==> src/aisc_pkg.sv <==
// Purpose: shared constants and types for the converter input select control
// Assumes: classic wishbone register access, 32-bit data, one clock
// Notes: register offsets are byte addresses (index times four)
`default_nettype none
package aisc_pkg;
   // ==========================================
   // register map
   localparam logic [7:0] SEL_IDX = 8'h07;
   localparam logic [7:0] ADDR_SEL = 8'h1C;
   localparam logic [7:0] ADDR_STAT = 8'h20;
   localparam logic [7:0] ADDR_IRQ = 8'h24;
   localparam logic [7:0] ADDR_MASK = 8'h28;
   localparam logic [7:0] SEL_RESET = 8'h00;
   localparam logic [1:0] IRQ_RESET = 2'h0;
   // irq bit positions
   localparam int IRQ_DONE = 0;
   localparam int IRQ_APPLY = 1;
   // ==========================================
   // reference codes
   localparam logic [1:0] REF_SUPPLY = 2'h0;
   localparam logic [1:0] REF_EXT = 2'h1;
   localparam logic [1:0] REF_INT = 2'h2;
   localparam logic [1:0] REF_INT_OUT = 2'h3;
   // ==========================================
   // channel codes
   localparam logic [5:0] CH_GND = 6'h20;
   localparam logic [5:0] CH_IREF = 6'h21;
   localparam logic [5:0] CH_TEMP = 6'h22;
   localparam logic [5:0] CH_CAL_LO = 6'h23;
   localparam logic [5:0] CH_CAL_HI = 6'h27;
   localparam logic [5:0] CH_DIFF_LO = 6'h08;
   localparam logic [5:0] CH_REV_LO = 6'h28;
   // source kinds
   typedef enum logic [2:0] {
      AISC_SRC_PIN = 3'b000,
      AISC_SRC_GND = 3'b001,
      AISC_SRC_IREF = 3'b010,
      AISC_SRC_TEMP = 3'b011,
      AISC_SRC_DIFF = 3'b100,
      AISC_SRC_NONE = 3'b101
   } aisc_src_t;
   // decoded routing
   typedef struct packed {
      aisc_src_t kind;
      logic [2:0] pos_pin;
      logic [2:0] neg_pin;
      logic gain_x20;
      logic temp_en;
   } aisc_route_t;
   typedef struct packed {
      logic supply_ref;
      logic ext_ref_in;
      logic int_ref_on;
      logic int_ref_to_pin;
   } aisc_ref_t;
endpackage : aisc_pkg
`default_nettype wire

==> src/aisc_ctrl.sv <==
// Purpose: input and reference select control for a 10-bit converter
// Assumes: conversion engine supplies busy and a done pulse with results
// Notes: writes during a conversion are held until its done pulse
//
// Operation
// - the temperature code routes the sensor as a single-ended input and enables it.
// - reference codes 00 supply, 01 external pin, 10 internal 1.1V, 11 internal driven onto the pin.
// - reference code 11 drives the internal reference onto the external pin.
// - a reference change during a conversion applies once that conversion is done.
// - a channel change during a conversion applies once that conversion is done.
// - codes 0..7 select pins, 100000 ground, 100001 internal reference.
// - codes group into differential, reversed differential and calibration ranges.
// - the lowest bit picks 1x or 20x gain on differential selections.
// - the top bit swaps positive and negative on normal pairs.
// - calibration ties one pin to both inputs, for inputs zero, three and seven.
// - each pair and gain code decodes per the pair table.
// - the done flag sets when a conversion finishes and results are updated.
//
// Local design decision: the Wishbone register port.
`default_nettype none
module aisc_ctrl (
   input wire logic clk_sys_i,                 // system clock, 50 MHz
   input wire logic rst_n_i,                   // async reset, active low
   input wire logic wb_cyc_i,                  // wishbone cycle
   input wire logic wb_stb_i,                  // wishbone strobe
   input wire logic wb_we_i,                   // wishbone write
   input wire logic [7:0] wb_adr_i,            // wishbone byte address
   input wire logic [3:0] wb_sel_i,            // wishbone byte select
   input wire logic [31:0] wb_dat_i,           // wishbone write data
   output logic [31:0] wb_dat_o,               // wishbone read data
   output logic wb_ack_o,                      // wishbone ack
   output logic wb_err_o,                      // wishbone error
   input wire logic conv_busy_i,               // conversion running
   input wire logic conv_done_i,               // conversion end, results stored
   output logic irq_o,                         // level interrupt
   output aisc_pkg::aisc_route_t route_o,      // applied channel routing
   output aisc_pkg::aisc_ref_t ref_o,          // applied reference switches
   output logic [7:0] applied_sel_o            // applied selection value
);
   // ==========================================
   // bus decode
   wire logic req = wb_cyc_i && wb_stb_i && !wb_ack_o && !wb_err_o;
   wire logic hit_sel = (wb_adr_i == aisc_pkg::ADDR_SEL);
   wire logic hit_stat = (wb_adr_i == aisc_pkg::ADDR_STAT);
   wire logic hit_irq = (wb_adr_i == aisc_pkg::ADDR_IRQ);
   wire logic hit_mask = (wb_adr_i == aisc_pkg::ADDR_MASK);
   wire logic hit_any = hit_sel | hit_stat | hit_irq | hit_mask;
   wire logic wr_lane0 = req && wb_we_i && wb_sel_i[0];
   wire logic wr_sel = wr_lane0 && hit_sel;
   wire logic wr_irq = wr_lane0 && hit_irq;
   wire logic wr_mask = wr_lane0 && hit_mask;

   // ==========================================
   // registers
   logic [7:0] sel_reg;
   logic [7:0] applied_reg;
   logic pend_reg;
   logic [1:0] irq_reg;
   logic [1:0] mask_reg;
   logic [31:0] rdat_reg;
   logic ack_reg;
   logic err_reg;

   wire logic [7:0] sel_next = wr_sel ? wb_dat_i[7:0] : sel_reg;
   wire logic commit_now = !conv_busy_i || conv_done_i;
   wire logic differs = (sel_next != applied_reg);
   wire logic [7:0] applied_next = commit_now ? sel_next : applied_reg;
   wire logic pend_next = !commit_now && differs;
   // deferred update applied at done
   wire logic apply_evt = pend_reg && commit_now && conv_done_i;

   wire logic [1:0] irq_evt = {apply_evt, conv_done_i};
   wire logic [1:0] irq_clr = wr_irq ? wb_dat_i[1:0] : 2'h0;
   // set wins over clear
   wire logic [1:0] irq_next = (irq_reg & ~irq_clr) | irq_evt;
   wire logic [1:0] mask_next = wr_mask ? wb_dat_i[1:0] : mask_reg;

   wire logic [31:0] rd_mux =
      hit_sel  ? {24'h00_0000, sel_reg} :
      hit_stat ? {14'h0000, pend_reg, conv_busy_i, 8'h00, applied_reg} :
      hit_irq  ? {30'h0000_0000, irq_reg} :
      hit_mask ? {30'h0000_0000, mask_reg} : 32'h0000_0000;

   always_ff @(posedge clk_sys_i or negedge rst_n_i) begin
      if (!rst_n_i) begin
         sel_reg <= aisc_pkg::SEL_RESET;
         applied_reg <= aisc_pkg::SEL_RESET;
         pend_reg <= 1'b0;
      end else begin
         sel_reg <= sel_next;
         applied_reg <= applied_next;
         pend_reg <= pend_next;
      end
   end

   always_ff @(posedge clk_sys_i or negedge rst_n_i) begin
      if (!rst_n_i) begin
         irq_reg <= aisc_pkg::IRQ_RESET;
         mask_reg <= aisc_pkg::IRQ_RESET;
      end else begin
         irq_reg <= irq_next;
         mask_reg <= mask_next;
      end
   end

   always_ff @(posedge clk_sys_i or negedge rst_n_i) begin
      if (!rst_n_i) begin
         ack_reg <= 1'b0;
         err_reg <= 1'b0;
         rdat_reg <= 32'h0000_0000;
      end else begin
         ack_reg <= req && hit_any;
         err_reg <= req && !hit_any;
         rdat_reg <= (req && !wb_we_i) ? rd_mux : 32'h0000_0000;
      end
   end

   assign wb_ack_o = ack_reg;
   assign wb_err_o = err_reg;
   assign wb_dat_o = rdat_reg;
   assign irq_o = |(irq_reg & mask_reg);
   assign applied_sel_o = applied_reg;

   // ==========================================
   // decoders on the applied value
   aisc_mux_decode u_mux (
      .code_i (applied_reg[5:0]),
      .route_o (route_o)
   );

   aisc_ref_decode u_ref (
      .code_i (applied_reg[7:6]),
      .ref_o (ref_o)
   );
endmodule : aisc_ctrl
`default_nettype wire

==> src/aisc_mux_decode.sv <==
// Purpose: decode a channel select field into a routing set
// Assumes: code applied is already the committed one
// Notes: combinational; undefined differential codes route nothing
`default_nettype none
module aisc_mux_decode (
   input wire logic [5:0] code_i,              // channel select field
   output aisc_pkg::aisc_route_t route_o       // decoded routing
);
   // ==========================================
   // pair table, indexed by code[5:1], or by {0, code[4:1]} for reversed codes
   function automatic logic [6:0] pair_lookup(input logic [4:0] idx);
      // {valid, pos, neg}
      unique case (idx)
         5'h04: pair_lookup = {1'b1, 3'd0, 3'd1};
         5'h05: pair_lookup = {1'b1, 3'd0, 3'd3};
         5'h06: pair_lookup = {1'b1, 3'd1, 3'd2};
         5'h07: pair_lookup = {1'b1, 3'd1, 3'd3};
         5'h08: pair_lookup = {1'b1, 3'd2, 3'd3};
         5'h09: pair_lookup = {1'b1, 3'd3, 3'd4};
         5'h0A: pair_lookup = {1'b1, 3'd3, 3'd5};
         5'h0B: pair_lookup = {1'b1, 3'd3, 3'd6};
         5'h0C: pair_lookup = {1'b1, 3'd3, 3'd7};
         5'h0D: pair_lookup = {1'b1, 3'd4, 3'd5};
         5'h0E: pair_lookup = {1'b1, 3'd5, 3'd6};
         5'h0F: pair_lookup = {1'b1, 3'd6, 3'd7};
         5'h11: pair_lookup = {1'b1, 3'd0, 3'd0};
         5'h12: pair_lookup = {1'b1, 3'd3, 3'd3};
         5'h13: pair_lookup = {1'b1, 3'd7, 3'd7};
         default: pair_lookup = 7'h00;
      endcase
   endfunction : pair_lookup

   wire logic is_pin = (code_i < aisc_pkg::CH_DIFF_LO);
   wire logic is_rev = (code_i >= aisc_pkg::CH_REV_LO);
   wire logic [4:0] pair_idx = is_rev ? {1'b0, code_i[4:1]} : code_i[5:1];
   wire logic [6:0] pair = pair_lookup(pair_idx);
   // input zero 1x slot is the sensor code, decoded first
   wire logic diff_ok = pair[6];

   always_comb begin
      route_o = '0;
      route_o.kind = aisc_pkg::AISC_SRC_NONE;
      if (is_pin) begin
         route_o.kind = aisc_pkg::AISC_SRC_PIN;
         route_o.pos_pin = code_i[2:0];
      end else if (code_i == aisc_pkg::CH_GND) begin
         route_o.kind = aisc_pkg::AISC_SRC_GND;
      end else if (code_i == aisc_pkg::CH_IREF) begin
         route_o.kind = aisc_pkg::AISC_SRC_IREF;
      end else if (code_i == aisc_pkg::CH_TEMP) begin
         route_o.kind = aisc_pkg::AISC_SRC_TEMP;
         route_o.temp_en = 1'b1;
      end else if (diff_ok) begin
         route_o.kind = aisc_pkg::AISC_SRC_DIFF;
         route_o.pos_pin = is_rev ? pair[2:0] : pair[5:3];
         route_o.neg_pin = is_rev ? pair[5:3] : pair[2:0];
         route_o.gain_x20 = code_i[0];
      end
   end
endmodule : aisc_mux_decode
`default_nettype wire

==> src/aisc_ref_decode.sv <==
// Purpose: decode the reference select field into reference switches
// Assumes: field is the committed one
// Notes: combinational
`default_nettype none
module aisc_ref_decode (
   input wire logic [1:0] code_i,              // reference select field
   output aisc_pkg::aisc_ref_t ref_o           // reference switches
);
   wire logic sel_sup = (code_i == aisc_pkg::REF_SUPPLY);
   wire logic sel_ext = (code_i == aisc_pkg::REF_EXT);
   wire logic sel_int = (code_i == aisc_pkg::REF_INT);
   wire logic sel_out = (code_i == aisc_pkg::REF_INT_OUT);
   // one driver for the whole struct: supply, ext in, int on, int to pin
   assign ref_o = {sel_sup, sel_ext, sel_int | sel_out, sel_out};
endmodule : aisc_ref_decode
`default_nettype wire

==> config.mk <==
export PLATFORM = sky130hd
export DESIGN_NAME = aisc_ctrl
export DESIGN_NICKNAME = d
export VERILOG_FILES = /design/src/aisc_pkg.sv /design/src/aisc_ctrl.sv /design/src/aisc_mux_decode.sv /design/src/aisc_ref_decode.sv
export SDC_FILE = /design/constraint.sdc
export NUM_CORES = 1
export LEC_CHECK = 0
export ABC_AREA = 1
export BUFFER_PORTS_ARGS = -buffer_cell sky130_fd_sc_hd__buf_2
export CORE_UTILIZATION = 43
export CTS_CLUSTER_DIAMETER = 50
export DETAILED_ROUTE_END_ITERATION = 6
export PLACE_DENSITY = 0.77
export SLEW_MARGIN = 20
export SYNTH_ARGS = -nofsm -noshare
export SYNTH_HDL_FRONTEND = slang
export SYNTH_HIERARCHICAL = 1
export SYNTH_SLANG_ARGS = --single-unit
==> constraint.sdc <==
create_clock -name clk_sys_i -period 1.6 [get_ports clk_sys_i]
set_input_delay 0 -clock clk_sys_i [delete_from_list [all_inputs] [get_ports clk_sys_i]]
set_output_delay 0 -clock clk_sys_i [all_outputs]
set_load 0.01 [all_outputs]
# Word level (Yosys, flattened, before mapping)
# Memories as Yosys holds them, arrays and structs flattened.
# Index checks and enable logic that the tools add are counted.
word_totals:
  register_bits: 41
  rom_bits: 224
  in_bits: 51
  out_inout_bits: 58
  elab_cells: 73
  memories: 1
memory_table:
  columns: ["name", "words", "width", "read_ports", "rd_clocked_by_memory_dff", "write_ports", "line", "text"]
  rows:
  - ["(no name shown)", 32, 7, 1, 0, 0, "aisc_mux_decode.sv:13", "unique case (idx)"]
classes:
  order_cmp: 2
  eq_ne: 11
  n_mux: 20
  n_bitwise: 8
  n_reduce_logical: 23
op_table:
  columns: ["op", "n"]
  rows:
  - ["$mux 18", 3]
  - ["$mux 8", 4]
  - ["$eq 8x6->1 const B", 3]
  - ["$eq 6x6->1 const B", 3]
  - ["$mux 3", 5]
  - ["$logic_and 1x1->1", 14]
  - ["$mux 5", 2]
  - ["$eq 8x5->1 const B", 1]
  - ["$ne 8x8->1", 1]
  - ["$mux 7", 1]
  - ["$ge 6x6->1 const B", 1]
  - ["$logic_not 1->1", 6]
  - ["$lt 6x4->1 const B", 1]
  - ["$mux 2", 3]
  - ["$mux 6", 1]
  - ["$and 2x2->2", 2]
  - ["$eq 2x2->1 const B", 2]
  - ["$or 1x1->1", 4]
  - ["$eq 2x1->1 const B", 1]
  - ["$logic_not 2->1", 1]
  - ["$not 2->2", 1]
  - ["$or 2x2->2", 1]
  - ["$reduce_or 2->1", 1]
  - ["$logic_or 1x1->1", 1]
  - ["$mux 1", 1]

# Longest topological paths before layout
# Gate-level depths: netlist (run 1).
logic_depth:
  depth_word: 10
  mapped_depth: 14
  mapped_depth_nobuf: 13

# By module
# Netlist (run 1), hierarchy kept.
modules_own_cells:
  columns: ["module", "n_inst", "cells_per_inst", "area_each_um2", "seq_area_each_um2"]
  rows:
  - ["aisc_ctrl", 1, 238, 1889.3, 825.8]
  - ["aisc_mux_decode", 1, 83, 478.0, 0.0]
  - ["aisc_ref_decode", 1, 9, 45.0, 0.0]

# Least setup slack after synthesis (run 1)
# OpenSTA, ideal clock, no wires.
synth_path:
  path_type: "register to register"
  from: "reg err_reg (netlist: wb_err_o)"
  to: "reg pend_reg"
  setup_ns: 0.128
  arrival_ns: 1.426
  t_required_ns: 1.472
  slack_ns: 0.045
  stages_incl_launch_ff: 12
  path_buffers: 1
  synth_period_minus_slack_ns: 1.555
  cell_sequence: "dfrtp_1 nor2_1 nand2_1 nor2_4 buf_4 nand3_1 nand3_1 nand2_1 nor2_1 nand2_1 nor2_1 nor2_1"
synth_via:
  elab_chain_cells: 8
synth_rtl:
  columns: ["item", "line", "text"]
  rows:
  - ["from (decl)", "aisc_ctrl.sv:62", "logic err_reg;"]
  - ["from (signal assigned)", "aisc_ctrl.sv:113", "err_reg <= req && !hit_any;"]
  - ["$logic_not 1->1", "aisc_ctrl.sv:42", "wire logic req = wb_cyc_i && wb_stb_i && !wb_ack_o && !wb_err_o;"]
  - ["$logic_and 1x1->1", "aisc_ctrl.sv:42", null]
  - ["$logic_and 1x1->1 (2 in series)", "aisc_ctrl.sv:48", "wire logic wr_lane0 = req && wb_we_i && wb_sel_i[0];"]
  - ["$logic_and 1x1->1", "aisc_ctrl.sv:49", "wire logic wr_sel = wr_lane0 && hit_sel;"]
  - ["$mux 8", "aisc_ctrl.sv:64", "wire logic [7:0] sel_next = wr_sel ? wb_dat_i[7:0] : sel_reg;"]
  - ["$ne 8x8->1", "aisc_ctrl.sv:66", "wire logic differs = (sel_next != applied_reg);"]
  - ["$logic_and 1x1->1", "aisc_ctrl.sv:68", "wire logic pend_next = !commit_now && differs;"]
  - ["net pend_next", "aisc_ctrl.sv:68", null]
  - ["to (signal assigned)", "aisc_ctrl.sv:92", "pend_reg <= pend_next;"]
  - ["to (decl)", "aisc_ctrl.sv:57", "logic pend_reg;"]
# The timed path passes the listed nets, and every way through them passes these cells.
# A chain may end at the register's enable or synchronous reset.

==> flow_summary.json, run 1 <==
{
  "critPathMaxStageDelay_ns": 0.42,
  "clockRootBuffer": "clkbuf_8",
  "maxSlewHeadroom": 0.4964,
  "clk_pin_slew_ns": 0.07,
  "cap_violations": 0,
  "cpMostUsedCell": "nand2_2",
  "crit_required_ns": 1.60,
  "setup_viol": 9,
  "place_ws_ns": -0.02822,
  "synth.area.mux_share": 0,
  "cts_tree": "yes",
  "dp_hpwl_um": 4264,
  "power_leakage_nw": 1.699,
  "syn_area_mm2": 0.002412,
  "netlist_instances": 330,
  "portBuffers": 59,
  "num_antenna_cells": 0,
  "hp-class": "input port to flip-flop",
  "crit_fanout": 4,
  "synth_fa_ha_area_frac": 0.02593,
  "synthToLayoutAreaGrowth_pct": 31.43,
  "clkLatencyLatePin_ns": 0.28,
  "ys_warn_count": 6,
  "grt_pass1_vias": 2251,
  "multiInputGateArea_mm2": 0.001401,
  "synthArstFlopShare": 1.000,
  "hold_viol": 0,
  "fp-row-count": 26,
  "fillers": 443,
  "violations": "negative setup slack",
  "vias_per_cell": 4.998,
  "drc_errors": 0,
  "worst_setup_path_start_kind": "flip-flop",
  "place_congestion": 0.8939,
  "total_power_mw": 1.679,
  "path_class": "flip-flop to output port",
  "synth_seq_cells": 33,
  "wl_per_cell_um": 12.61,
  "firstDrtPassIters": 4,
  "placed_area_mm2": 0.002779,
  "synth-compound-area-share": 0.1053,
  "fin_util": 0.6016,
  "die_w_um": 76.90,
  "drtIter0Drc": 147,
  "fin_crit_sh": 1.045,
  "netlist-cell-type-count": 37,
  "grt_max_degree": 34,
  "grtUsageTotal": 0.2054,
  "slowest_stage": "dfrtp_1",
  "setup_ws_ns": -0.07206,
  "finalNetCount": 476,
  "ir_worst_vdd_mv": 0.4688,
  "crit_arrival_ns": 1.67,
  "fin_crit_ns": 1.672,
  "largest_register_ffs": 10,
  "end_kind": "output port",
  "seq_area_frac_synth": 0.3423,
  "synth-edff-count": 0,
  "final-max-slew-violation-count": 0,
  "core_mm2": 0.005270,
  "synth-xor-area-share": 0,
  "skew_ns": 0.003836,
  "grt_pass1_wl_um": 9804,
  "final_area_mm2": 0.003171,
  "start_util": 0.4577,
  "syn_area_per_cell_um2": 7.310,
  "ys.flop_type": "dfrtp_1",
  "yosys.area_share.simple": 0.3517,
  "ios": 109,
  "antenna_found_initial": 0,
  "rsz0062_at_grt": "yes",
  "ff_latch_area_um2": 829.5,
  "drt_wl_total_um": 6177,
  "power_density_mw_per_mm2": 529.6,
  "fmax_ghz": 0.5981,
  "post_route_cells_drive_above_1_share": 0.3952,
  "final_antenna_net_count": 0,
  "numClockSinks": 33,
  "h-tree-depth": 2,
  "die_area_mm2": 0.005914,
  "worstMarginPinSlew_ns": 0.7554,
  "status": "finished with violations",
  "crit_chain": "inv_2, ha_4, nand2_2, nand3_2, nand2_2, o21ai_1, o21bai_1, buf_2",
  "gr-total-overflow": 0,
  "holdWs_ns": 0.002212,
  "die_h_um": 76.90,
  "synth_top_family_by_area": "simple AND/OR/NAND/NOR gates",
  "clockBufferDepth": 2,
  "cts_buffers": 5,
  "vias": 2449
}
## layer usage
layer / global-route usage / up-vias / wire length, um
met4: 0.05962 / 0 / 57
met2: 0.3688 / 83 / 3271
met5: 0 / - / 0
met1: 0.2424 / 1172 / 2521
met3: 0.04524 / 8 / 326
li1: - / 1186 / -
## where the power goes
| part | internal [mW] | switching, mW |
|---|---|---|
| combinational | 0.0682 | 0.131 |
| clock | 0.341 | 0.289 |
| sequential | 0.842 | 0.00801 |
| total | 1.25 | 0.428 |
## worst paths after layout
kind	startpoint	to	slack, ns	cells past startpoint
setup / recovery	applied_sel_o[2]$_DFFE_PN0N_	route_o[6]	-0.07	8
hold / removal	wb_dat_i[5]	sel_reg[5]$_DFF_PN0_	0.002	3
setup reg to reg	wb_ack_o$_DFF_PN0_	pend_reg$_DFF_PN0_	-0.07	11
hold reg to reg	sel_reg[6]$_DFF_PN0_	sel_reg[6]$_DFF_PN0_	0.52	2
max in group asynchronous	rst_n_i	applied_sel_o[0]$_DFFE_PN0N_	0.75	2
min in group asynchronous	rst_n_i	wb_err_o$_DFF_PN0_	0.33	2
## repair_timing
| action | in CTS | in global routing |
|---|---|---|
| endpoints found under the hold margin | 35 | 0 |
| gates cloned | 1 | 0 |
| setup endpoints to repair | 11 | 17 |
| buffers inserted | 9 | 3 |
| hold buffers | 3 | 0 |
| pin swaps | 8 | 20 |
| gates resized for setup | 23 | 32 |
## final cells by class
type | instances | area share
Multi-Input combinational cell | 240 | 0.4420
Sequential cell | 33 | 0.2616
Timing Repair Buffer | 94 | 0.1855
Inverter | 46 | 0.05604
Tap cell | 70 | 0.02762
Clock buffer | 7 | 0.02723
## metrics by stage
step,cells,setup TNS (ns)
finish,490,-0.3819
global route,490,-1.295
CTS,487,-0.1075
detailed placement,467,-0.02822
global placement,467,0
floorplan,351,0
## kinds of logic (layout without fill, tap and decap cells)
kind of cell	count (synthesis)	in the layout
and+or+nand+nor	170	171
buffers and inverters	79	147
AOI/OAI and AO/OA	42	42
DFF	33	33
adders and majority gates	5	5
other	1	22
## layout by cell type, fill, tap and decap left out, types with 2 or more instances in the layout
cell | Yosys | final
ha_4 | 0 | 3
nand4_1 | 4 | 4
a31oi_1 | 2 | 2
or2_4 | 0 | 2
buf_2 | 1 | 59
nor2_1 | 23 | 18
nand2_4 | 4 | 4
dlygate4sd3_1 | 0 | 3
dfrtp_2 | 0 | 3
nor2_4 | 5 | 6
o21ai_0 | 21 | 16
inv_2 | 5 | 6
conb_1 | 1 | 22
o211ai_1 | 2 | 2
o21ai_1 | 1 | 5
nand2_1 | 74 | 62
nand3_1 | 39 | 32
o21bai_1 | 2 | 2
inv_1 | 41 | 38
buf_4 | 28 | 26
nor3_1 | 3 | 3
a21oi_1 | 8 | 8
nand3_2 | 1 | 8
buf_6 | 2 | 6
clkbuf_8 | 0 | 6
dfrtp_1 | 33 | 30
inv_4 | 0 | 2
nor2_2 | 2 | 6
nand2_2 | 8 | 21
a211oi_1 | 2 | 2
## Yosys cell counts, types with 2 or more instances
library cell  count  area [um2]
a211oi_1          2       15.01
a21oi_1           8       40.04
a31oi_1           2       12.51
buf_4            28       210.2
buf_6             2       22.52
clkbuf_1          2       7.510
dfrtp_1          33       825.8
ha_1              5       62.56
inv_1            41       153.9
inv_2             5       18.77
nand2_1          74       277.8
nand2_2           8       50.05
nand2_4           4       45.04
nand3_1          39       195.2
nand4_1           4       25.02
nor2_1           23       86.33
nor2_2            2       12.51
nor2_4            5       56.30
nor3_1            3       15.01
o211ai_1          2       15.01
o21ai_0          21       105.1
o21bai_1          2       15.01
## critical path: cells and delay by family, from the launching register on
family / cells / cell delay, ns
buf+inv: 2 / 0.31
fa+ha+maj: 1 / 0.23
simple gates: 3 / 0.20
flops: 1 / 0.42
compound gates: 2 / 0.22
Note: power is estimated with default switching activity, not from simulation.
==> inputs of run 2 (changes only) <==
==> constraint.sdc (replaced) <==
create_clock -name clk_sys_i -period 1.4 [get_ports clk_sys_i]
set_input_delay 0 -clock clk_sys_i [delete_from_list [all_inputs] [get_ports clk_sys_i]]
set_output_delay 0 -clock clk_sys_i [all_outputs]
set_load 0.01 [all_outputs]
==> flow_summary.json, run 2 (synthesized netlist as in run 1, its figures left out) <==
{
  "status": "finished with violations",
  "violations": "negative setup slack",
  "worstReg2RegEnd": "pend_reg$_DFF_PN0_",
  "grt_pass1_vias": 2455,
  "place_congestion": 0.8924,
  "crit_fanout": 7,
  "hold_viol": 0,
  "portBuffers": 59,
  "dp_hpwl_um": 4355,
  "p_int_mw": 1.408,
  "final_common_cell": "nand2_1",
  "h-tree-depth": 2,
  "end_kind": "flip-flop",
  "final-max-slew-violation-count": 0,
  "pwr-share-clk": 0.360,
  "fin_crit_sh": 1.231,
  "clkLatencyLatePin_ns": 0.29,
  "crit_required_ns": 1.54,
  "reg2reg_depth": 12,
  "firstDrtPassIters": 4,
  "die_w_um": 76.90,
  "clk_pin_slew_ns": 0.06,
  "die_h_um": 76.90,
  "rsz0062_at_grt": "yes",
  "worst_setup_path_start_kind": "flip-flop",
  "slowest_stage": "dfrtp_1",
  "cap_violations": 0,
  "power_density_mw_per_mm2": 545.9,
  "critPathMaxStageDelay_ns": 0.38,
  "fmax_ghz": 0.5804,
  "clockRootBuffer": "clkbuf_8",
  "final_area_mm2": 0.003531,
  "numClockSinks": 33,
  "ios": 109,
  "grt_max_degree": 34,
  "swShare": 0.2695,
  "largest_register_ffs": 10,
  "hp-class": "input port to flip-flop",
  "vias_per_cell": 5.154,
  "setup_viol": 21,
  "cts_buffers": 5,
  "fin_crit_ns": 1.723,
  "cp_top_family": "simple AND/OR/NAND/NOR gates",
  "maxSlewHeadroom": 0.5727,
  "critPathBufInv": 2,
  "gr-total-overflow": 0,
  "antenna_found_initial": 0,
  "grtUsageTotal": 0.2385,
  "placed_area_mm2": 0.002854,
  "pwr-share-seq": 0.505,
  "crit_arrival_ns": 1.87,
  "mostFrequentLayoutCells": "nand2_1, buf_2, inv_1",
  "comb_power_share": 0.135,
  "drtIter0Drc": 173,
  "place_ws_ns": -0.2533,
  "start_util": 0.4577,
  "crit_chain": "nor2_2, nand2_2, nor2_4, buf_12, buf_6, nand3_2, nand3_2, nand2_2, nor2_2, nand2_1, nor2_1, nor2_1",
  "finalNetCount": 490,
  "p_sw_uw": 519.5,
  "final_antenna_net_count": 0,
  "hold_start": "wb_dat_i[0]",
  "setup_ws_ns": -0.3230,
  "path_class": "flip-flop to flip-flop",
  "core_mm2": 0.005270,
  "rrSetupSlack_ns": -0.32,
  "power_leakage_nw": 1.806,
  "wl_per_cell_um": 14.60,
  "clockBufferDepth": 2,
  "whs_path_depth": 3,
  "fp-row-count": 26,
  "reg2reg_from": "wb_ack_o$_DFF_PN0_",
  "worstMarginPinSlew_ns": 0.6402,
  "drt_wl_total_um": 7374,
  "num_antenna_cells": 0,
  "cts_tree": "yes",
  "ir_worst_vdd_mv": 0.3134,
  "skew_ns": 0.002866,
  "post_route_cells_drive_above_1_share": 0.4552,
  "vias": 2603,
  "synthToLayoutAreaGrowth_pct": 46.37,
  "worst_hold_path.endpoint": "sel_reg[0]$_DFF_PN0_",
  "grt_pass1_wl_um": 11140,
  "drc_errors": 0,
  "die_area_mm2": 0.005914
}
run 2: metal layers:
layer | part of all wire | wire (um) | GRT usage | vias to the layer above
met4 | 0.017 | 129 | 0.08077 | 0
met5 | 0 | 0 | 0 | -
met2 | 0.53 | 3885 | 0.4188 | 121
met1 | 0.40 | 2922 | 0.2926 | 1240
li1 | - | - | - | 1222
met3 | 0.059 | 436 | 0.04048 | 20
run 2: through the flow:
stage,setup TNS [ns],hold slack [ns],instances,utilization,power [mW]
floorplan,-0.1524,-0.2956,351,-,1.142
global placement,-0.5652,0.04255,475,0.5415,1.191
detailed placement,-1.053,0.05288,475,0.5415,1.195
CTS,-2.108,0.01836,496,0.6258,1.902
global route,-5.893,0.03330,505,0.6700,2.002
finish,-3.815,0.009356,505,0.6700,1.927
run 2: worst max-delay path by stage:
stage                                             from            endpoint  slack [ns]  cells after the start
final                               wb_ack_o$_DFF_PN0_  pend_reg$_DFF_PN0_       -0.32                     12
after global routing      applied_sel_o[3]$_DFFE_PN0N_          route_o[5]       -0.45                      7
after CTS                 applied_sel_o[2]$_DFFE_PN0N_          route_o[7]       -0.21                      8
after detailed placement            wb_ack_o$_DFF_PN0_  pend_reg$_DFF_PN0_       -0.25                     12
after global placement              wb_ack_o$_DFF_PN0_  pend_reg$_DFF_PN0_       -0.19                     12
after floorplan                     wb_ack_o$_DFF_PN0_  pend_reg$_DFF_PN0_       -0.15                     13
run 2: cell type report:
class | count | area (um2)
fillers | 377 | 1739
multi-input cells | 240 | 1584
flip-flops and latches | 33 | 830.8
repair buffers | 108 | 765.7
inverters | 46 | 182.7
well taps | 70 | 87.58
clock buffers | 8 | 80.08
run 2: worst reg2reg max path: stages, from the launching register on:
cell and delay (ns):
dfrtp_1 0.38, nor2_2 0.12, nand2_2 0.08, nor2_4 0.13, buf_12 0.15, buf_6 0.12
nand3_2 0.11, nand3_2 0.10, nand2_2 0.05, nor2_2 0.09, nand2_1 0.08, nor2_1 0.11
nor2_1 0.06
run 2: timing repair:
item	CTS	global route
setup buffers	11	10
pin swaps	30	33
gates resized for setup	69	45
hold buffers	3	0
endpoints found under the hold margin	35	0
endpoints found under the setup margin	24	36
gates cloned	1	0
run 2: power groups by stage:
stage	Sequential, mW	Clock, mW	Combinational [mW]
finish	0.973	0.694	0.261
global route	0.972	0.745	0.284
CTS	0.971	0.686	0.245
detailed placement	0.988	0	0.208
global placement	0.987	0	0.203
floorplan	0.988	0	0.153
